### src/fei_pkg.sv
// Constants shared by the FIFO edge interrupt controller
package fei_pkg;

   localparam int          NUM_SRC         = 32;
   localparam int          NUM_CH          = 4;
   localparam int          ADDR_W          = 8;
   localparam int          DATA_W          = 32;
   localparam int          VAL_W           = 16;

   // Register offsets
   localparam logic [7:0]  OFF_TX_ALMOST   = 8'h10;
   localparam logic [7:0]  OFF_RX_ALMOST   = 8'h14;
   localparam logic [7:0]  OFF_CH_STRIDE   = 8'h10;
   localparam logic [7:0]  OFF_IRQ_ENABLE  = 8'h60;
   localparam logic [7:0]  OFF_IRQ_LATCHED = 8'h64;
   localparam logic [7:0]  OFF_IRQ_TRIGGER = 8'h68;
   localparam logic [7:0]  OFF_IRQ_POLAR   = 8'h6C;
   localparam logic [7:0]  OFF_SRC_LEVEL   = 8'h70;

   // Almost value field positions
   localparam int          AF_LSB          = 16;
   localparam int          AE_LSB          = 0;

   // Source positions inside each group of four
   localparam int          SRC_LO_BASE     = 0;
   localparam int          SRC_HI_BASE     = 16;
   localparam int          SRC_STRIDE      = 4;

   // Reset values and fixed patterns
   localparam logic [31:0] ENABLE_RST      = 32'h0000_0000;
   localparam logic [31:0] LATCHED_RST     = 32'h0000_0000;
   localparam logic [31:0] POLAR_RST       = 32'h0000_0000;
   localparam logic [31:0] ALMOST_RST      = 32'h0000_0000;
   localparam logic [31:0] TRIGGER_ALL_EDGE = 32'hFFFF_FFFF;
   localparam logic [31:0] RESERVED_SRC    = 32'h0000_1111;
   localparam logic [31:0] READ_NONE       = 32'h0000_0000;

   // Default FIFO geometry
   localparam int          FIFO_DEPTH_DEF  = 262144;
   localparam int          CNT_W_DEF       = 19;

endpackage
### src/fei_almost_flags.sv
// Almost-full and almost-empty flag generation for one FIFO
`timescale 1ns/10ps
module fei_almost_flags #(
   parameter int DEPTH = fei_pkg::FIFO_DEPTH_DEF,
   parameter int CNT_W = fei_pkg::CNT_W_DEF
) (
   input  wire logic                       clock_i,
   input  wire logic                       rst_n_i,
   input  wire logic [CNT_W-1:0]           count_i,
   input  wire logic [fei_pkg::VAL_W-1:0]  af_value_i,
   input  wire logic [fei_pkg::VAL_W-1:0]  ae_value_i,
   output logic                            almost_full_o,
   output logic                            almost_empty_o
);
   import fei_pkg::*;

   typedef struct packed {
      logic af;
      logic ae;
   } fei_flag_s;

   fei_flag_s  state_reg;
   fei_flag_s  state_next;

   logic [CNT_W+1:0] fill_plus_af;

   if (CNT_W < VAL_W || DEPTH < 1 || DEPTH >= (2 ** CNT_W) + 1) begin : g_bad
      $error("fei_almost_flags: count width cannot hold the FIFO depth");
   end

   // Sum form avoids underflow when the almost-full value exceeds depth
   always_comb begin
      fill_plus_af     = (CNT_W+2)'(count_i) + (CNT_W+2)'(af_value_i);
      state_next.af    = fill_plus_af >= (CNT_W+2)'(DEPTH);
      state_next.ae    = (CNT_W+1)'(count_i) <= (CNT_W+1)'(ae_value_i);
   end

   always_ff @(posedge clock_i or negedge rst_n_i) begin
      if (!rst_n_i) begin
         state_reg <= '0;
      end else begin
         state_reg <= state_next;
      end
   end

   assign almost_full_o  = state_reg.af;
   assign almost_empty_o = state_reg.ae;

endmodule

### src/fei_edge_detect.sv
// Per-source edge detector with selectable polarity
`timescale 1ns/10ps
module fei_edge_detect #(
   parameter int WIDTH = fei_pkg::NUM_SRC
) (
   input  wire logic             clock_i,
   input  wire logic             rst_n_i,
   input  wire logic [WIDTH-1:0] level_i,
   input  wire logic [WIDTH-1:0] falling_sel_i,
   output logic      [WIDTH-1:0] event_o
);
   import fei_pkg::*;

   typedef struct packed {
      logic [WIDTH-1:0] prev;
   } fei_edge_s;

   fei_edge_s state_reg;
   fei_edge_s state_next;

   if (WIDTH < 1) begin : g_bad
      $error("fei_edge_detect: width must be at least one");
   end

   always_comb begin
      state_next.prev = level_i;
   end

   // Each bit compares with its own value one clock earlier
   for (genvar i = 0; i < WIDTH; i++) begin : g_bit
      assign event_o[i] = falling_sel_i[i] ? (state_reg.prev[i] & ~level_i[i])
                                           : (~state_reg.prev[i] & level_i[i]);
   end

   always_ff @(posedge clock_i or negedge rst_n_i) begin
      if (!rst_n_i) begin
         state_reg <= '0;
      end else begin
         state_reg <= state_next;
      end
   end

endmodule

### src/fei_irq_ctrl.sv
// FIFO flag edge interrupt controller, top level
//
// Contract
// - Thirty-two interrupt sources, each enabled on its own.
// - Bit n of every interrupt register belongs to source n.
// - Sources 0,4,8,12 reserved; per channel almost, spare and full/empty sources.
// - Rising fires on false to true, falling on true to false; rising default.
// - Trigger kind register is read only and reports every source edge triggered.
// - Polarity register picks rising or falling detection per source.
// - Enable one allows a source; a disabled source never interrupts.
// - Selected edge on enabled source latches; write one or disable releases.
// - Writing one for a disabled or unlatched source changes nothing.
// - All latched enabled sources merge into one request output.
// - Almost full at size minus value or more; almost empty within value.
//
// The plain strobed port is this design's own decision.
`timescale 1ns/10ps
module fei_irq_ctrl #(
   parameter int FIFO_DEPTH = fei_pkg::FIFO_DEPTH_DEF,
   parameter int CNT_W      = fei_pkg::CNT_W_DEF
) (
   input  wire logic                                      clock_i,
   input  wire logic                                      rst_n_i,
   input  wire logic [fei_pkg::ADDR_W-1:0]                reg_addr_i,
   input  wire logic [fei_pkg::DATA_W-1:0]                reg_wdata_i,
   input  wire logic                                      reg_wr_i,
   input  wire logic                                      reg_rd_i,
   output logic      [fei_pkg::DATA_W-1:0]                reg_rdata_o,
   input  wire logic [fei_pkg::NUM_CH-1:0][CNT_W-1:0]     tx_count_i,
   input  wire logic [fei_pkg::NUM_CH-1:0][CNT_W-1:0]     rx_count_i,
   input  wire logic [fei_pkg::NUM_CH-1:0]                tx_empty_i,
   input  wire logic [fei_pkg::NUM_CH-1:0]                tx_full_i,
   input  wire logic [fei_pkg::NUM_CH-1:0]                rx_empty_i,
   input  wire logic [fei_pkg::NUM_CH-1:0]                rx_full_i,
   input  wire logic [fei_pkg::NUM_CH-1:0]                aux_receive_line_i,
   output logic                                           irq_o
);
   import fei_pkg::*;

   typedef struct packed {
      logic [NUM_SRC-1:0]             enable;
      logic [NUM_SRC-1:0]             latched;
      logic [NUM_SRC-1:0]             polarity;
      logic [NUM_CH-1:0][DATA_W-1:0]  tx_almost;
      logic [NUM_CH-1:0][DATA_W-1:0]  rx_almost;
      logic [DATA_W-1:0]              rdata;
      logic                           irq;
   } fei_ctrl_s;

   fei_ctrl_s state_reg;
   fei_ctrl_s state_next;

   logic [NUM_CH-1:0]  tx_almost_empty;
   logic [NUM_CH-1:0]  rx_almost_full;
   logic [NUM_SRC-1:0] src_level;
   logic [NUM_SRC-1:0] src_event;
   logic [NUM_SRC-1:0] clear_mask;
   logic [NUM_SRC-1:0] set_mask;
   logic               wr_enable;
   logic               wr_latched;
   logic               wr_polar;

   if (NUM_SRC != DATA_W || NUM_CH * SRC_STRIDE * 2 != NUM_SRC) begin : g_bad
      $error("fei_irq_ctrl: source map does not fit the register width");
   end

   // Per channel almost flags and source placement
   for (genvar c = 0; c < NUM_CH; c++) begin : g_ch
      fei_almost_flags #(
         .DEPTH (FIFO_DEPTH),
         .CNT_W (CNT_W)
      ) u_tx_flags (
         .clock_i        (clock_i),
         .rst_n_i        (rst_n_i),
         .count_i        (tx_count_i[c]),
         .af_value_i     (state_reg.tx_almost[c][AF_LSB +: VAL_W]),
         .ae_value_i     (state_reg.tx_almost[c][AE_LSB +: VAL_W]),
         .almost_full_o  (),
         .almost_empty_o (tx_almost_empty[c])
      );

      fei_almost_flags #(
         .DEPTH (FIFO_DEPTH),
         .CNT_W (CNT_W)
      ) u_rx_flags (
         .clock_i        (clock_i),
         .rst_n_i        (rst_n_i),
         .count_i        (rx_count_i[c]),
         .af_value_i     (state_reg.rx_almost[c][AF_LSB +: VAL_W]),
         .ae_value_i     (state_reg.rx_almost[c][AE_LSB +: VAL_W]),
         .almost_full_o  (rx_almost_full[c]),
         .almost_empty_o ()
      );

      // Reserved positions held low so they can never fire
      assign src_level[SRC_LO_BASE + SRC_STRIDE*c]     = 1'b0;
      assign src_level[SRC_LO_BASE + SRC_STRIDE*c + 1] = tx_almost_empty[c];
      assign src_level[SRC_LO_BASE + SRC_STRIDE*c + 2] = rx_almost_full[c];
      assign src_level[SRC_LO_BASE + SRC_STRIDE*c + 3] = aux_receive_line_i[c];
      assign src_level[SRC_HI_BASE + SRC_STRIDE*c]     = tx_empty_i[c];
      assign src_level[SRC_HI_BASE + SRC_STRIDE*c + 1] = tx_full_i[c];
      assign src_level[SRC_HI_BASE + SRC_STRIDE*c + 2] = rx_empty_i[c];
      assign src_level[SRC_HI_BASE + SRC_STRIDE*c + 3] = rx_full_i[c];
   end

   fei_edge_detect #(
      .WIDTH (NUM_SRC)
   ) u_edge (
      .clock_i       (clock_i),
      .rst_n_i       (rst_n_i),
      .level_i       (src_level),
      .falling_sel_i (state_reg.polarity),
      .event_o       (src_event)
   );

   // Register decode, latching and request merge
   always_comb begin
      state_next = state_reg;

      wr_enable  = reg_wr_i && (reg_addr_i == OFF_IRQ_ENABLE);
      wr_latched = reg_wr_i && (reg_addr_i == OFF_IRQ_LATCHED);
      wr_polar   = reg_wr_i && (reg_addr_i == OFF_IRQ_POLAR);

      if (wr_enable) begin
         state_next.enable = reg_wdata_i & ~RESERVED_SRC;
      end
      if (wr_polar) begin
         state_next.polarity = reg_wdata_i & ~RESERVED_SRC;
      end

      // Almost value registers, one pair per channel
      for (int c = 0; c < NUM_CH; c++) begin
         if (reg_wr_i && reg_addr_i == 8'(OFF_TX_ALMOST + c * OFF_CH_STRIDE)) begin
            state_next.tx_almost[c] = reg_wdata_i;
         end
         if (reg_wr_i && reg_addr_i == 8'(OFF_RX_ALMOST + c * OFF_CH_STRIDE)) begin
            state_next.rx_almost[c] = reg_wdata_i;
         end
      end

      // Write to the trigger kind register is simply dropped
      clear_mask = wr_latched ? reg_wdata_i : '0;
      // Only enabled sources may latch; a new edge beats a same-cycle clear
      set_mask = src_event & state_reg.enable;
      state_next.latched = ((state_reg.latched & ~clear_mask) | set_mask)
                           & state_next.enable;

      // Registered merge keeps the request output glitch free
      state_next.irq = |(state_next.latched & state_next.enable);

      state_next.rdata = READ_NONE;
      if (reg_rd_i) begin
         case (reg_addr_i)
            OFF_IRQ_ENABLE: begin
               state_next.rdata = state_reg.enable;
            end
            OFF_IRQ_LATCHED: begin
               state_next.rdata = state_reg.latched;
            end
            OFF_IRQ_TRIGGER: begin
               state_next.rdata = TRIGGER_ALL_EDGE;
            end
            OFF_IRQ_POLAR: begin
               state_next.rdata = state_reg.polarity;
            end
            OFF_SRC_LEVEL: begin
               state_next.rdata = src_level;
            end
            default: begin
               for (int c = 0; c < NUM_CH; c++) begin
                  if (reg_addr_i == 8'(OFF_TX_ALMOST + c * OFF_CH_STRIDE)) begin
                     state_next.rdata = state_reg.tx_almost[c];
                  end
                  if (reg_addr_i == 8'(OFF_RX_ALMOST + c * OFF_CH_STRIDE)) begin
                     state_next.rdata = state_reg.rx_almost[c];
                  end
               end
            end
         endcase
      end
   end

   always_ff @(posedge clock_i or negedge rst_n_i) begin
      if (!rst_n_i) begin
         state_reg.enable    <= ENABLE_RST;
         state_reg.latched   <= LATCHED_RST;
         state_reg.polarity  <= POLAR_RST;
         state_reg.tx_almost <= {NUM_CH{ALMOST_RST}};
         state_reg.rx_almost <= {NUM_CH{ALMOST_RST}};
         state_reg.rdata     <= READ_NONE;
         state_reg.irq       <= 1'b0;
      end else begin
         state_reg <= state_next;
      end
   end

   assign reg_rdata_o = state_reg.rdata;
   assign irq_o       = state_reg.irq;

endmodule

### config.mk
export PLATFORM = sky130hd
export DESIGN_NAME = fei_irq_ctrl
export DESIGN_NICKNAME = d
export VERILOG_FILES = /design/src/fei_pkg.sv /design/src/fei_almost_flags.sv /design/src/fei_edge_detect.sv /design/src/fei_irq_ctrl.sv
export SDC_FILE = /design/constraint.sdc
export NUM_CORES = 1
export LEC_CHECK = 0
export BUFFER_PORTS_ARGS = -buffer_cell sky130_fd_sc_hd__buf_2
export CAP_MARGIN = 25
export CORE_UTILIZATION = 53
export CTS_CLUSTER_DIAMETER = 100
export DETAILED_ROUTE_END_ITERATION = 12
export PLACE_DENSITY_LB_ADDON = 0.25
export SLEW_MARGIN = 20
export SYNTH_ARGS = -nofsm -noshare
export SYNTH_HDL_FRONTEND = slang
export SYNTH_HIERARCHICAL = 1
export SYNTH_SLANG_ARGS = --single-unit
### constraint.sdc
create_clock -name clock_i -period 2.9 [get_ports clock_i]
set_clock_uncertainty 0.15 [all_clocks]
set_input_delay 0.29 -clock clock_i [delete_from_list [all_inputs] [get_ports clock_i]]
set_output_delay 0.29 -clock clock_i [all_outputs]
set_load 0.005 [all_outputs]
# After elaboration in Yosys (flattened, before gate mapping)
# Index checks and enable logic that the tools add are counted.
# word_totals
register_bits,417
# op_classes
reduce_logical,12
addsub,4
bitwise,118
n_eq_ne,13
mux,40
n_lt_le_gt_ge,8
# op_table
cell,count
two-way mux 32 bit,11
one-hot mux 32 bit (5 select lines),1
bitwise AND 32 bit,4
>= comparator 21 x 19 -> 1 bit (second input constant),4
adder 19 x 16 -> 20 bit,4
less-or-equal comparator 19 x 16 -> 1 bit,4
bitwise AND 1 bit,56
equality test 8 x 7 -> 1 bit (second input constant),7
NOT 1 bit,56
equality test 8 x 6 -> 1 bit (second input constant),4
NOT 32 bit,1
bitwise OR 32 bit,1
OR reduction 32 bit,1
two-way mux 1 bit,28
equality test 8 x 5 -> 1 bit (second input constant),2
logical AND 1 bit,11

# Logic depth before layout (Yosys ltp)
# logic_depth
word_depth,11
depth_mapped,11

# By module
# Netlist, hierarchy kept.
# by_module_without_submodules
module,seq_area_each_um2,area_each_um2,cells_per_inst,n_inst
fei_irq_ctrl,9534.1,17996.0,1706,1
fei_almost_flags,50.0,885.8,113,8
fei_edge_detect,800.8,1517.7,128,1

# Worst setup path before layout
# Ideal clock, no wire load.
# synth_path
path_kind,input to register
from,input port reg_wr_i
to,register state_reg (netlist bit irq_o)
cell_stages,8
arrival_ps,2164
path_slack_ps,450
setup_time_ps,136
n_path_buf,2
cell_sequence,buf_2 > or4b_4 > buf_6 > o311a_1 > a311o_1 > nor4_1 > nor4b_2 > nand4_1
# synth_lines
item,line,rtl
from (decl),fei_irq_ctrl.sv:26,"input wire logic reg_wr_i,"
to (signal assigned),fei_irq_ctrl.sv:193,state_reg <= state_next;
to (decl),fei_irq_ctrl.sv:50,fei_ctrl_s state_reg;

==> impl_metrics.tcl <==
set metrics [dict create \
    insertion_delay_ns 0.59 \
    timing.slew.headroom 0.481 \
    hold_path_class "input pin to flip-flop" \
    overflow 0 \
    multi_input_area_um2 11400 \
    reg2reg_depth 8 \
    grt_pass1_vias 19937 \
    slowest_stage "dlygate4sd3_1" \
    dpl.hpwl_um 55400 \
    status "completed" \
    p_sw_mw 3.48 \
    portBuffers 248 \
    p_clk_frac 0.438 \
    antenna_found_initial 2 \
    fmax_mhz 360 \
    cellInternalPower_mw 10.3 \
    hold_end "g_ch[3].u_tx_flags/almost_empty_o" \
    fill_cells 3497 \
    synth-warning-count 6 \
    fp.dieW_um 211 \
    setup-tns-final_ns 0 \
    grtUsageTotal 0.342 \
    hold_path_depth 4 \
    grt_max_degree 83 \
    p_sw_frac 0.252 \
    largest_reg_flops 348 \
    setup_violations 0 \
    hold-worst-slack_ns 0.0180 \
    maxSlewViolCount 0 \
    comb_power_share 0.101 \
    htree_levels 2 \
    syn_area_um2 23100 \
    syn_to_final_growth_pct 19.7 \
    routed-via-count 19959 \
    numCtsBuffers 44 \
    crit_required_ns 3.23 \
    syn_area_per_cell_um2 10.1 \
    critical_path_class "flip-flop to flip-flop" \
    worstHoldStart "tx_count_i[71]" \
    fin_nets 2925 \
    clockRootBuffer "clkbuf_16" \
    drtPass1Iterations 7 \
    drive_gt1_frac 0.244 \
    drc_errors 0 \
    max_cap_viol_count 0 \
    post_cts_buffers 0 \
    seqCellArea_um2 10500 \
    hold_viol 0 \
    cts_buffer_depth 3 \
    path_cells "inv_1 > ha_1 > nand4_1 > nor3_2 > nand2_1 > a2111o_1 > dlygate4sd3_1 > a31oi_1" \
    vias_per_cell 6.24 \
    cpPeakStageDelay_ns 0.56 \
    rrSetupSlack_ns 0.12 \
    clock_sinks 421 \
    place.gp.congestion 0.936 \
    end_kind "flip-flop" \
    grt_pass1_wl_um 114000 \
    start_kind "flip-flop" \
    rsz0062_at_grt "no" \
    worstPathMaxFanout 3 \
    arrival_ns 3.11 \
    num_antenna_cells 0 \
    routed_wl_um 75300 \
    pwr-share-seq 0.461 \
    power.density_nw_per_um2 500 \
    coreArea_um2 43000 \
    worstReg2RegEnd "g_ch[0].u_tx_flags/almost_empty_o" \
    path_clk_slew_ns 0.06 \
    rows 76 \
    syn_inst 2286 \
    die_y_um 211 \
    die_area_um2 44300 \
    cts_tree "yes" \
    wl_per_cell_um 23.6 \
    drt-initial-drc-count 1865 \
    boundaryPins 249 \
    finalCriticalPeriod_ns 2.78 \
    regToRegStartpoint "state_reg[175]" \
    leakagePower_nw 13.2 \
    tightest_slew_ns 0.778 \
    vdd_drop_max_v 0.000361 \
    start_util 0.536 \
    fin_crit_sh 0.959 \
    postRouteAntennaNets 0 \
]
==> layout by cell type (no fill, tap or decap), types with 17 or more instances in the layout <==
master and n:
nand3_1 31, nor2_1 43, a221oi_1 31, o221ai_1 31, a21o_1 58, inv_1 103, conb_1 20, buf_12 26
nand2_1 306, a222oi_1 56, ha_1 128, o22ai_2 31, buf_2 246, mux2_2 149, clkbuf_16 45, dfrtp_1 421
nand2b_1 43, a211o_1 27, o21ai_0 241, nand4_1 19, a21oi_1 101, buf_4 86, dlygate4sd3_1 62, nor2b_1 17
mux2i_1 32, a211oi_1 45
==> repair_timing <==
action / CTS / global route
endpoints found under the hold margin: 129 / 0
hold buffers: 62 / 0
setup endpoints to repair: 0 / 1
resized for setup: 0 / 1
==> worst max path at each step <==
stage                   start  slack, ns  cells after the start                                 to
6_report       state_reg[175]       0.12                      8  g_ch[0].u_tx_flags/almost_empty_o
5_1_grt        state_reg[207]       0.03                      8  g_ch[1].u_tx_flags/almost_empty_o
4_1_cts        state_reg[239]       0.14                      8  g_ch[2].u_tx_flags/almost_empty_o
3_5_place_dp    reg_addr_i[3]      -0.02                      9                              irq_o
3_3_place_gp    reg_addr_i[3]       0.01                      9                              irq_o
2_1_floorplan        reg_wr_i       0.45                      8                              irq_o
==> layout make-up <==
type | instances | area share
clock inverters | 17 | 0.00902
flip-flops and latches | 421 | 0.382
inverters | 105 | 0.0143
multi-input cells | 1584 | 0.412
clock buffers | 65 | 0.0468
repair buffers | 421 | 0.110
well taps | 585 | 0.0265
==> per-layer routing <==
| layer | part of all wire | vias up | global-route usage |
|---|---|---|---|
| li1 | - | 8989 | - |
| met4 | 0.073 | 2 | 0.224 |
| met5 | 0.00017 | - | 0 |
| met2 | 0.48 | 846 | 0.563 |
| met1 | 0.39 | 9869 | 0.420 |
| met3 | 0.061 | 253 | 0.0492 |
==> critical path, delay by kind of cell (launching register included) <==
kind,cells,cell delay (ns)
AND/OR/NAND/NOR,3,0.55
adder cells (fa/ha/maj),1,0.29
AO/OA/AOI/OAI,2,0.64
flip-flops,1,0.43
buffers and inverters,2,0.63
==> power groups by stage <==
stage | Combinational, mW | Sequential [mW] | Clock, mW
2_1_floorplan | 0.707 | 6.36 | 0
3_3_place_gp | 1.27 | 6.45 | 0
3_5_place_dp | 1.33 | 6.46 | 0
4_1_cts | 1.40 | 6.36 | 6.11
5_1_grt | 1.55 | 6.38 | 6.35
6_report | 1.40 | 6.37 | 6.05
==> through the flow <==
| step | std cells | cell area (um2) | setup WS (ns) | total power, mW | utilization |
|---|---|---|---|---|---|
| floorplan | 2305 | 23100 | 0.450 | 7.06 | - |
| global placement | 3054 | 25400 | 0.0122 | 7.72 | 0.592 |
| detailed placement | 3054 | 25400 | -0.0175 | 7.79 | 0.592 |
| CTS | 3198 | 27600 | 0.138 | 13.9 | 0.642 |
| global route | 3198 | 27600 | 0.0296 | 14.3 | 0.642 |
| finish | 3198 | 27600 | 0.120 | 13.8 | 0.642 |
(Power assumes the default switching activity.)
